**config.mk**
```make
export PLATFORM = sky130hd
export DESIGN_NAME = mac_filter_retry_control
export DESIGN_NICKNAME = d
export VERILOG_FILES = /design/src/core/mac_filter_pkg.sv /design/src/core/mac_filter_retry_control.sv
export VERILOG_INCLUDE_DIRS = /design/src /design/src/core
export SDC_FILE = /design/constraint.sdc
export NUM_CORES = 1
export LEC_CHECK = 0
export BUFFER_PORTS_ARGS = -buffer_cell sky130_fd_sc_hd__buf_2
export CORE_ASPECT_RATIO = 0.9
export CORE_MARGIN = 5
export CORE_UTILIZATION = 62
export CTS_CLUSTER_DIAMETER = 60
export DETAILED_ROUTE_END_ITERATION = 10
export PLACE_DENSITY = 0.95
export SYNTH_ARGS = -nofsm -noshare
export SYNTH_HDL_FRONTEND = slang
export SYNTH_SLANG_ARGS = --single-unit
```
**constraint.sdc**
```tcl
create_clock -name clock -period 6.65 [get_ports clock]
set_clock_uncertainty 0.05 [all_clocks]
set_input_delay 0.3325 -clock clock [delete_from_list [all_inputs] [get_ports clock]]
set_output_delay 0.3325 -clock clock [all_outputs]
set_load 0.05 [all_outputs]
```
**src/core/mac_filter_defs.svh**
```systemverilog
// offsets, field positions, reset values and counts of the mac control block
// assumes inclusion by bare name from the design file
`ifndef MAC_FILTER_DEFS_SVH
`define MAC_FILTER_DEFS_SVH
// ==========================================================
// csr indices
`define IDX_CTRL      8'h01
`define IDX_ADDR_HI   8'h02
`define IDX_ADDR_LO   8'h03
`define IDX_HASH_HI   8'h04
`define IDX_HASH_LO   8'h05
`define IDX_WAKE      8'h0c
// ==========================================================
// reset values of the control and address words, write masks of the control and wake words
`define CTRL_RESET    32'h0004_0000
`define CTRL_WMASK    32'h80bf_bdff
`define ADDR_HI_RESET 32'h0000_ffff
`define ADDR_LO_RESET 32'hffff_ffff
`define WAKE_WMASK    32'h0000_0002
// ==========================================================
// control and wake bit positions
`define BIT_HASH_ONLY 15
`define BIT_HASH_PERF 13
`define BIT_LATE_RTY  12
`define BIT_BC_REJ    11
`define BIT_SINGLE    10
`define BIT_PAD_STRIP 8
`define BIT_WAKE_EN   1
// ==========================================================
// counts
`define MAX_ATTEMPTS  5'd16
`define PAD_MIN_LEN   16'd46
`define HDR_LEN       16'd14
`define LEN_HI_POS    16'd12
`define LEN_LO_POS    16'd13
`endif

```
**src/core/mac_filter_pkg.sv**
```systemverilog
// types of the mac filter and retry control block
// assumes the defs header sits on the include path
`default_nettype none
package mac_filter_pkg;
  // ========================================================
  // carriers
  typedef struct packed {
    logic        valid;
    logic        write;
    logic [7:0]  index;
    logic [31:0] wdata;
  } csr_req_t;
  typedef struct packed {
    logic        valid;
    logic [47:0] da;
    logic [5:0]  hash_idx;
    logic        wake_frame;
  } da_req_t;
  typedef struct packed {
    logic       valid;
    logic       collision;
    logic       late;
  } tx_end_t;
  typedef struct packed {
    logic       done;
    logic       late_collision;
    logic       retry_error;
  } tx_status_t;
  typedef struct packed {
    logic       valid;
    logic       last;
    logic [7:0] data;
  } rx_byte_t;
  // ========================================================
  // whole state of the block
  typedef struct packed {
    logic [31:0] ctrl;
    logic [31:0] addr_hi;
    logic [31:0] addr_lo;
    logic [31:0] hash_hi;
    logic [31:0] hash_lo;
    logic [31:0] wake;
    logic        ack;
    logic [31:0] rdata;
    logic        accept_valid;
    logic        accept;
    logic        wake_event;
    logic [4:0]  attempts;
    logic        tx_retry;
    tx_status_t  tx_status;
    logic [15:0] rx_count;
    logic [15:0] rx_len;
    logic        rx_drop;
    rx_byte_t    rx_out;
  } mac_state_t;
endpackage
`default_nettype wire

```
**src/core/mac_filter_retry_control.sv**
```systemverilog
// mac control word with address filter, tx retry policy and rx pad strip
// assumes all inputs come from mac logic on the same clock, indirect csr port
//
// Behaviour
// - hash/perfect clear: accept only destinations equal to station address, plus broadcasts unless rejected
// - hash/perfect set: multicast destinations checked in the hash table
// - hash/perfect set: individual hashed if hash-only set, else perfect
// - late retry set: retransmit after late collision; clear: abandon frame
// - late collision always recorded in transmit status
// - broadcast reject set drops broadcasts; clear forwards them all
// - wake detect enabled: broadcast wake frame wakes despite reject
// - single attempt: one try, collision drops frame with retry error
// - otherwise up to 16 attempts before retry error
// - pad strip and length below 46: drop pad and fcs
// - pad strip and length 46 or more: frame unmodified with fcs
// - pad strip clear: every frame passed unmodified
// - hash-only is bit 15, hashing physical and multicast addresses when hash/perfect set
`timescale 1ns/1ps
`default_nettype none
`include "mac_filter_defs.svh"
module mac_filter_retry_control
  import mac_filter_pkg::*;
(
  input  wire logic                    clock,
  input  wire logic                    sys_rst,
  input  wire mac_filter_pkg::csr_req_t csr_req,
  output var  logic                    csr_ack,
  output var  logic [31:0]             csr_rdata,
  input  wire mac_filter_pkg::da_req_t  da_req,
  output var  logic                    rx_accept_valid,
  output var  logic                    rx_accept,
  output var  logic                    wake_event,
  input  wire mac_filter_pkg::tx_end_t  tx_end,
  output var  logic                    tx_retry,
  output var  mac_filter_pkg::tx_status_t tx_status,
  input  wire mac_filter_pkg::rx_byte_t rx_in,
  output var  mac_filter_pkg::rx_byte_t rx_out
);
  import mac_filter_pkg::*;

  mac_state_t st;
  mac_state_t next_st;
  logic       hpf;
  logic       ho;
  logic [47:0] station;

  // ==========================================================
  // helpers
  function automatic logic hash_hit(input logic [31:0] hi, input logic [31:0] lo,
                                    input logic [5:0] idx);
    hash_hit = idx[5] ? hi[idx[4:0]] : lo[idx[4:0]];
  endfunction

  assign hpf     = st.ctrl[`BIT_HASH_PERF];
  assign ho      = st.ctrl[`BIT_HASH_ONLY];
  assign station = {st.addr_hi[15:0], st.addr_lo};

  // ==========================================================
  // next state
  always_comb
  begin
    logic        broadcast_reject;
    logic        hit;
    logic        match;
    logic        give_up;
    logic [4:0]  tries;
    logic [15:0] len_now;
    logic [15:0] keep_end;
    logic        strip;
    logic        cut;
    broadcast_reject    = 1'b0;
    hit      = 1'b0;
    match    = 1'b0;
    give_up  = 1'b0;
    tries    = 5'd0;
    len_now  = 16'd0;
    keep_end = 16'd0;
    strip    = 1'b0;
    cut      = 1'b0;
    next_st  = st;
    next_st.ack          = 1'b0;
    next_st.accept_valid = 1'b0;
    next_st.wake_event   = 1'b0;
    next_st.tx_retry     = 1'b0;
    next_st.tx_status    = '0;
    next_st.rx_out       = '0;

    // csr port: one-cycle answer, unmapped indices read zero
    if (csr_req.valid)
    begin
      next_st.ack   = 1'b1;
      next_st.rdata = 32'h0000_0000;
      unique case (csr_req.index)
        `IDX_CTRL:
        begin
          if (csr_req.write)
            next_st.ctrl = csr_req.wdata & `CTRL_WMASK;
          next_st.rdata = st.ctrl;
        end
        `IDX_ADDR_HI:
        begin
          if (csr_req.write)
            next_st.addr_hi = {16'h0000, csr_req.wdata[15:0]};
          next_st.rdata = st.addr_hi;
        end
        `IDX_ADDR_LO:
        begin
          if (csr_req.write)
            next_st.addr_lo = csr_req.wdata;
          next_st.rdata = st.addr_lo;
        end
        `IDX_HASH_HI:
        begin
          if (csr_req.write)
            next_st.hash_hi = csr_req.wdata;
          next_st.rdata = st.hash_hi;
        end
        `IDX_HASH_LO:
        begin
          if (csr_req.write)
            next_st.hash_lo = csr_req.wdata;
          next_st.rdata = st.hash_lo;
        end
        `IDX_WAKE:
        begin
          if (csr_req.write)
            next_st.wake = csr_req.wdata & `WAKE_WMASK;
          next_st.rdata = st.wake;
        end
        default: next_st.rdata = 32'h0000_0000;
      endcase
      if (csr_req.write)
        next_st.rdata = 32'h0000_0000; // writes answer zero
    end

    // destination address check, one verdict per request
    if (da_req.valid)
    begin
      broadcast_reject = &da_req.da;
      hit   = hash_hit(st.hash_hi, st.hash_lo, da_req.hash_idx);
      match = (da_req.da == station);
      next_st.accept_valid = 1'b1;
      if (broadcast_reject)
        next_st.accept = !st.ctrl[`BIT_BC_REJ];
      else if (!hpf)
        next_st.accept = match;
      else if (da_req.da[0])
        next_st.accept = hit;
      else
        next_st.accept = ho ? hit : match;
      // wake path ignores the reject bit on purpose
      next_st.wake_event = st.wake[`BIT_WAKE_EN] && broadcast_reject && da_req.wake_frame;
    end

    // transmit attempt outcome and retry policy
    if (tx_end.valid)
    begin
      tries = st.attempts + 5'd1;
      next_st.tx_status.late_collision = tx_end.late;
      if (!tx_end.collision && !tx_end.late)
      begin
        next_st.tx_status.done = 1'b1;
        next_st.attempts       = 5'd0;
      end
      else
      begin
        give_up = st.ctrl[`BIT_SINGLE] || tries >= `MAX_ATTEMPTS;
        if (tx_end.late && !st.ctrl[`BIT_LATE_RTY] && !give_up)
        begin
          next_st.tx_status.done = 1'b1;
          next_st.attempts       = 5'd0;
        end
        else if (give_up)
        begin
          next_st.tx_status.done        = 1'b1;
          next_st.tx_status.retry_error = 1'b1;
          next_st.attempts              = 5'd0;
        end
        else
        begin
          next_st.tx_retry = 1'b1;
          next_st.attempts = tries;
        end
      end
    end

    // receive pad strip; length is known once byte 13 arrives
    if (rx_in.valid)
    begin
      len_now  = (st.rx_count == `LEN_LO_POS) ? {st.rx_len[7:0], rx_in.data} : st.rx_len;
      keep_end = `HDR_LEN + len_now;
      strip    = st.ctrl[`BIT_PAD_STRIP] && st.rx_count >= `LEN_LO_POS
                 && len_now < `PAD_MIN_LEN;
      cut      = strip && st.rx_count == keep_end - 16'd1;
      if (st.rx_count == `LEN_HI_POS)
        next_st.rx_len = {8'h00, rx_in.data};
      else if (st.rx_count == `LEN_LO_POS)
        next_st.rx_len = len_now;
      if (!st.rx_drop)
      begin
        next_st.rx_out.valid = 1'b1;
        next_st.rx_out.data  = rx_in.data;
        next_st.rx_out.last  = rx_in.last || cut;
      end
      next_st.rx_drop  = st.rx_drop || (cut && !rx_in.last);
      next_st.rx_count = st.rx_count + 16'd1;
      if (rx_in.last)
      begin
        next_st.rx_count = 16'd0;
        next_st.rx_drop  = 1'b0;
      end
    end
  end

  // ==========================================================
  // state register
  always_ff @(posedge clock)
  begin
    if (sys_rst)
    begin
      st         <= '0;
      st.ctrl    <= `CTRL_RESET;
      st.addr_hi <= `ADDR_HI_RESET;
      st.addr_lo <= `ADDR_LO_RESET;
    end
    else
      st <= next_st;
  end

  assign csr_ack         = st.ack;
  assign csr_rdata       = st.rdata;
  assign rx_accept_valid = st.accept_valid;
  assign rx_accept       = st.accept;
  assign wake_event      = st.wake_event;
  assign tx_retry        = st.tx_retry;
  assign tx_status       = st.tx_status;
  assign rx_out          = st.rx_out;
endmodule
`default_nettype wire

```
# --- Yosys cells after proc, flatten, opt, wreduce, memory -nomap -nowiden ---
# Index checks and enable logic that the tools add are counted.
word_totals:
  elab_cells: 101
  ff_bits: 223
  input_bits: 113
  out_inout_bits: 50
op_classes:
  muxes: 26
  n_reduce_logical: 32
  n_lt_le_gt_ge: 4
  bitwise_logic: 3
  addsub: 4
  n_eq_ne: 10
op_table:
  columns: ["cell", "n"]
  rows:
  - ["$pmux 32 s6", 1]
  - ["$mux 16", 4]
  - ["$eq 48x48->1", 1]
  - ["$reduce_and 48->1", 1]
  - ["$mux 33", 1]
  - ["$eq 16x4->1 const B", 2]
  - ["$mux 32", 1]
  - ["$reduce_and 3->1", 6]
  - ["$add 16x1->16 const B", 1]
  - ["$add 4x16->16 const A", 1]
  - ["$eq 16x16->1", 1]
  - ["$eq 8x2->1 const B", 2]
  - ["$eq 8x3->1 const B", 2]
  - ["$ge 16x4->1 const B", 1]
  - ["$lt 16x6->1 const B", 1]
  - ["$sub 16x1->16 const B", 1]
  - ["$mux 5", 3]
  - ["$mux 1", 12]
  - ["$bmux 1 s5", 2]
  - ["$mux 10", 1]
  - ["$logic_and 1x1->1", 9]
  - ["$eq 8x1->1 const B", 1]
  - ["$eq 8x4->1 const B", 1]
  - ["$logic_not 1->1", 6]
  - ["other kinds (11)", 17]

# --- Logic depth before layout (Yosys ltp) ---
depth:
  depth_word: 9
  ltp_mapped: 17
  depth_no_buf: 15

# --- Worst setup path after synthesis ---
# OpenSTA, ideal clock, no wires.
synth_path:
  path_type: "register -> register"
  start: "register st[37] in the netlist's numbering"
  end: "register st (netlist bit rx_out[8])"
  required_time_ns: 6.530
  setup_slack_ns: 2.634
  synth_period_minus_slack_ns: 4.016
  stages_incl_launch_ff: 18
  arrival_ns: 3.896
  setup_time_ns: 0.070
  path_buffers: 4
  path_cell_list: "dfxtp_1 -> buf_6 -> or4_4 -> buf_6 -> or4_4 -> buf_6 -> clkbuf_1 -> nand2_1 -> nand2_1 -> ha_1 -> or3_1 -> nand3_1 -> nor4_1 -> a31oi_1 -> xnor2_1 -> or3_1 -> or4_1 -> a21boi_1"
synth_via:
  elab_chain_len: 7
  word_cells_on_any_way: 11
  cone_classes: "2 x add/sub; 2 x order compare; 2 x eq/ne; 1 x mux; 4 x reduce/logical"
synth_lines:
  columns: ["element", "line_no", "source"]
  rows:
  - ["from (decl)", "mac_filter_retry_control.sv:41", "mac_state_t st;"]
  - ["from (signal assigned)", "mac_filter_retry_control.sv:227", "st <= next_st;"]
  - ["$eq 16x4->1 (no source line)", null, null]
  - ["$mux 16", "mac_filter_retry_control.sv:190", "len_now = (st.rx_count == `LEN_LO_POS) ? {st.rx_len[7:0], rx_in.data} : st.rx_len;"]
  - ["$add 4x16->16 (no source line)", null, null]
  - ["$sub 16x1->16", "mac_filter_retry_control.sv:194", "cut = strip && st.rx_count == keep_end - 16'd1;"]
  - ["$eq 16x16->1", "mac_filter_retry_control.sv:194", null]
  - ["$logic_and 1x1->1 (*)", "mac_filter_retry_control.sv:194", null]
  - ["$logic_or 1x1->1 (*)", "mac_filter_retry_control.sv:203", "next_st.rx_out.last = rx_in.last || cut;"]
# Every way passes the cells marked *; elsewhere a longest branch is shown, timed or not.
# A chain may end at the register's enable or synchronous reset.

# --- Final worst setup path ---
layout_path:
  start: "register st[32] in the netlist's numbering"
  end: "register st (netlist bit rx_out[8])"
# The elaborated chain is that of the path after synthesis.

==> impl_metrics.tcl <==
set metrics [dict create \
    outcome "finished, final reports clean" \
    start_kind "flip-flop" \
    dieWidth_um 153.5 \
    synthArstFlopShare_pct 0 \
    io_pins 163 \
    period_minus_slack_ns 4.198 \
    drive_gt1_share_pct 17.04 \
    ant_nets 0 \
    cts.sinks 223 \
    drt_wl_total_mm 35.99 \
    p_seq_share_pct 47.6 \
    comb_power_share_pct 6.6 \
    cts_htree_levels 1 \
    core_um2 18290 \
    synth_flop_cell "dfxtp_1" \
    grt_use_total_pct 31.80 \
    timing.rr.start "st[32]" \
    synth_cell_type_count 62 \
    cts-buffers-inserted 23 \
    grt_pass1_wl_mm 56.07 \
    crit_type "flip-flop to flip-flop" \
    die_area_um2 21350 \
    grt_max_degree 72 \
    hold_viol_final 0 \
    synthesis.area_um2 11480 \
    vias 11153 \
    fin_tns_setup_ns 0 \
    stdcell_count 1716 \
    worstPathCellList "or4_1, or4_4, nand2_1, nand2_1, ha_1, nor3_1, nor3_1, a31oi_1, xnor2_1, or3_1, or4_1, a21boi_1" \
    worstHoldStart "csr_req[30]" \
    fmax_ghz 0.2382 \
    pwr-share-clk_pct 45.7 \
    finalSetupViolations 0 \
    yosysTopAreaCellShare_pct 38.88 \
    synth_area_per_cell_um2 8.220 \
    cts_resized 0 \
    crit_required_ns 7.04 \
    fin_crit_sh_pct 63.12 \
    hp-class "primary input to flip-flop" \
    drtIter0Drc 1813 \
    cts_root_buf "clkbuf_16" \
    row_count 47 \
    reg2reg_slack_ns 2.45 \
    grt_setup_unrepaired "no" \
    power_density_nw_per_um2 221.3 \
    synth_cells 1397 \
    fin_util_pct 69.79 \
    clockBufferDepth 3 \
    p_int_uw 2158 \
    sw_frac_of_total_pct 23.59 \
    relSlewSlack_pct 21.05 \
    switchingPower_uw 666.3 \
    clkLatencyLatePin_ns 0.52 \
    slowest_stage "or4_1" \
    start_util_pct 62.79 \
    port_buffers 162 \
    grt_pass1_vias 10544 \
    maxCapViolCount 0 \
    avgViaCountPerCell 6.499 \
    drc 0 \
    synth_seq_area_share_pct 38.88 \
    vdd_drop_max_v 0.0001781 \
    synth_top_area_cell "dfxtp_1" \
    hold_path_depth 3 \
    worstReg2RegEnd "rx_out[8]" \
    clk_pin_slew_ns 0.07 \
    wl_per_cell_um 20.97 \
    fin_nets 1570 \
    place.gp.congestion 1.038 \
    antenna_found_initial 2 \
    hold_ws_ns 0.01660 \
    max_slew.worst_pin.slew_ns 1.177 \
    ys_warn_count 0 \
    overflow 0 \
    synth_most_common_cell "nand2_1" \
    synth-seq-cells 223 \
    drv_slew 0 \
    dr.pass1.iters 7 \
    synth_commonest_cells "nand2_1, dfxtp_1, a21oi_1, nor2_1, clkbuf_1" \
    min_to "st[214]" \
    place_hpwl_mm 24.64 \
    power_leakage_uw 0.004912 \
    dp_cells 1669 \
    cts_tree "done" \
    cp.arrival_ns 4.59 \
    synth_edf_count 0 \
    r2r_cells 12 \
    cp_slowest_stage_delay_ns 0.68 \
    cp_max_fo 21 \
    endpoint_kind "flip-flop" \
    die_h_um 139.1 \
    area_growth_pct 11.15 \
    syn_nets 1516 \
    synth_area_leaders "dfxtp_1, nand2_1, a21oi_1, xor2_1, mux2i_1" \
]
-- power by group through the flow --
stage               sequential (µW)  clock (µW)  combinational (µW)
floorplan                      1380           0                94.0
global placement               1370           0                 176
detailed placement             1380           0                 179
CTS                            1350        1290                 181
global route                   1350        1350                 196
finish                         1350        1290                 188
-- cells by family (layout without fill, tap and decap cells) --
group                      count (synthesis)  count (layout)  synth area share [%]
DFF                                      223             223                 38.88
muxes                                     72              72                 8.139
buffers and inverters                    159             229                 6.908
other                                      0               4                     0
AOI/OAI and AO/OA                        250             250                 14.14
xor gates and xnor gates                  90              90                 6.864
and+or+nand+nor                          597             597                 24.42
adders and majority gates                  6               6                0.6537
-- final cells by class --
class | count | area (µm²)
fill | 1358 | 5525
antenna | 4 | 10.01
clock buffer | 35 | 690.7
sequential | 223 | 4464
clock inverter | 6 | 61.31
tap | 245 | 306.5
inverter | 9 | 33.78
multi-input combinational | 1015 | 6251
timing repair buffer | 179 | 945.9
-- flip-flops by register name, summed over array words and instances, names as in the netlist --
register / flops
st: 171
csr_rdata: 32
rx_out: 10
tx_status: 3
csr_ack: 1
ho: 1
hpf: 1
rx_accept: 1
rx_accept_valid: 1
tx_retry: 1
wake_event: 1
-- stage by stage --
stage | power [µW] | setup slack (ns) | cell area, µm²
4_1_cts | 2819 | 2.485 | 12750
2_1_floorplan | 1472 | 2.634 | 11480
3_5_place_dp | 1554 | 2.524 | 11980
3_3_place_gp | 1551 | 2.589 | 11980
5_1_grt | 2893 | 2.192 | 12760
6_report | 2824 | 2.452 | 12760
-- worst max-delay path, delay by kind of cell (launching register included) --
kind | cells | cell delay (ns)
compound gates | 2 | 0.40
xor+xnor | 1 | 0.08
fa+ha+maj | 1 | 0.22
flops | 1 | 0.41
simple gates | 8 | 2.95
-- what timing repair did --
item,in CTS,in global routing
hold endpoints to repair,2,0
setup endpoints to repair,0,0
hold buffers,2,0
buffers inserted,0,0
-- how the worst max path moves through the flow --
stage,from,endpoint,slack (ns),depth (start not counted)
floorplan,st[37],rx_out[8],2.63,17
global placement,st[32],rx_out[8],2.59,12
detailed placement,st[32],rx_out[8],2.52,12
CTS,st[32],rx_out[8],2.48,12
global route,st[32],rx_out[8],2.19,12
finish,st[32],rx_out[8],2.45,12
-- routing by layer --
layer	part of all wire, %	vias to the layer above	global-route usage (%)	wire length, µm
met4	5.4	0	13.29	1951
li1	-	4943	-	-
met5	0	-	0	0
met3	14	180	7.707	4964
met2	44	850	49.88	15750
met1	37	5180	42.24	13320
-- cell usage in the layout, fill, tap and decap left out, types with 6 or more instances in the layout --
cell type  Yosys  layout
a22oi_1       29      29
clkbuf_8       0       7
and2_1        11      11
nand2_1      292     292
nor3_1        19      17
buf_4         45      16
buf_2          3     161
or3_1          6       6
mux2_2        11      11
nor2b_1       26      25
clkbuf_16      0      23
o221ai_1       9       9
o21ai_0       15      15
xor2_1        57      57
nor4_1        19      19
ha_1           6       6
inv_1          8       8
dfxtp_1      223     223
a21oi_1      121     121
mux4_2        16      16
mux2i_1       45      45
a222oi_1      13      13
nand3b_1      33      33
xnor2_1       33      33
nand4_1       26      26
nand3_1       27      26
and3_1        13      13
a211o_1       19      19
nor2_1        97      97
a211oi_1      10      10
a22o_1         8       8
Note: power is estimated with default switching activity, not from simulation.
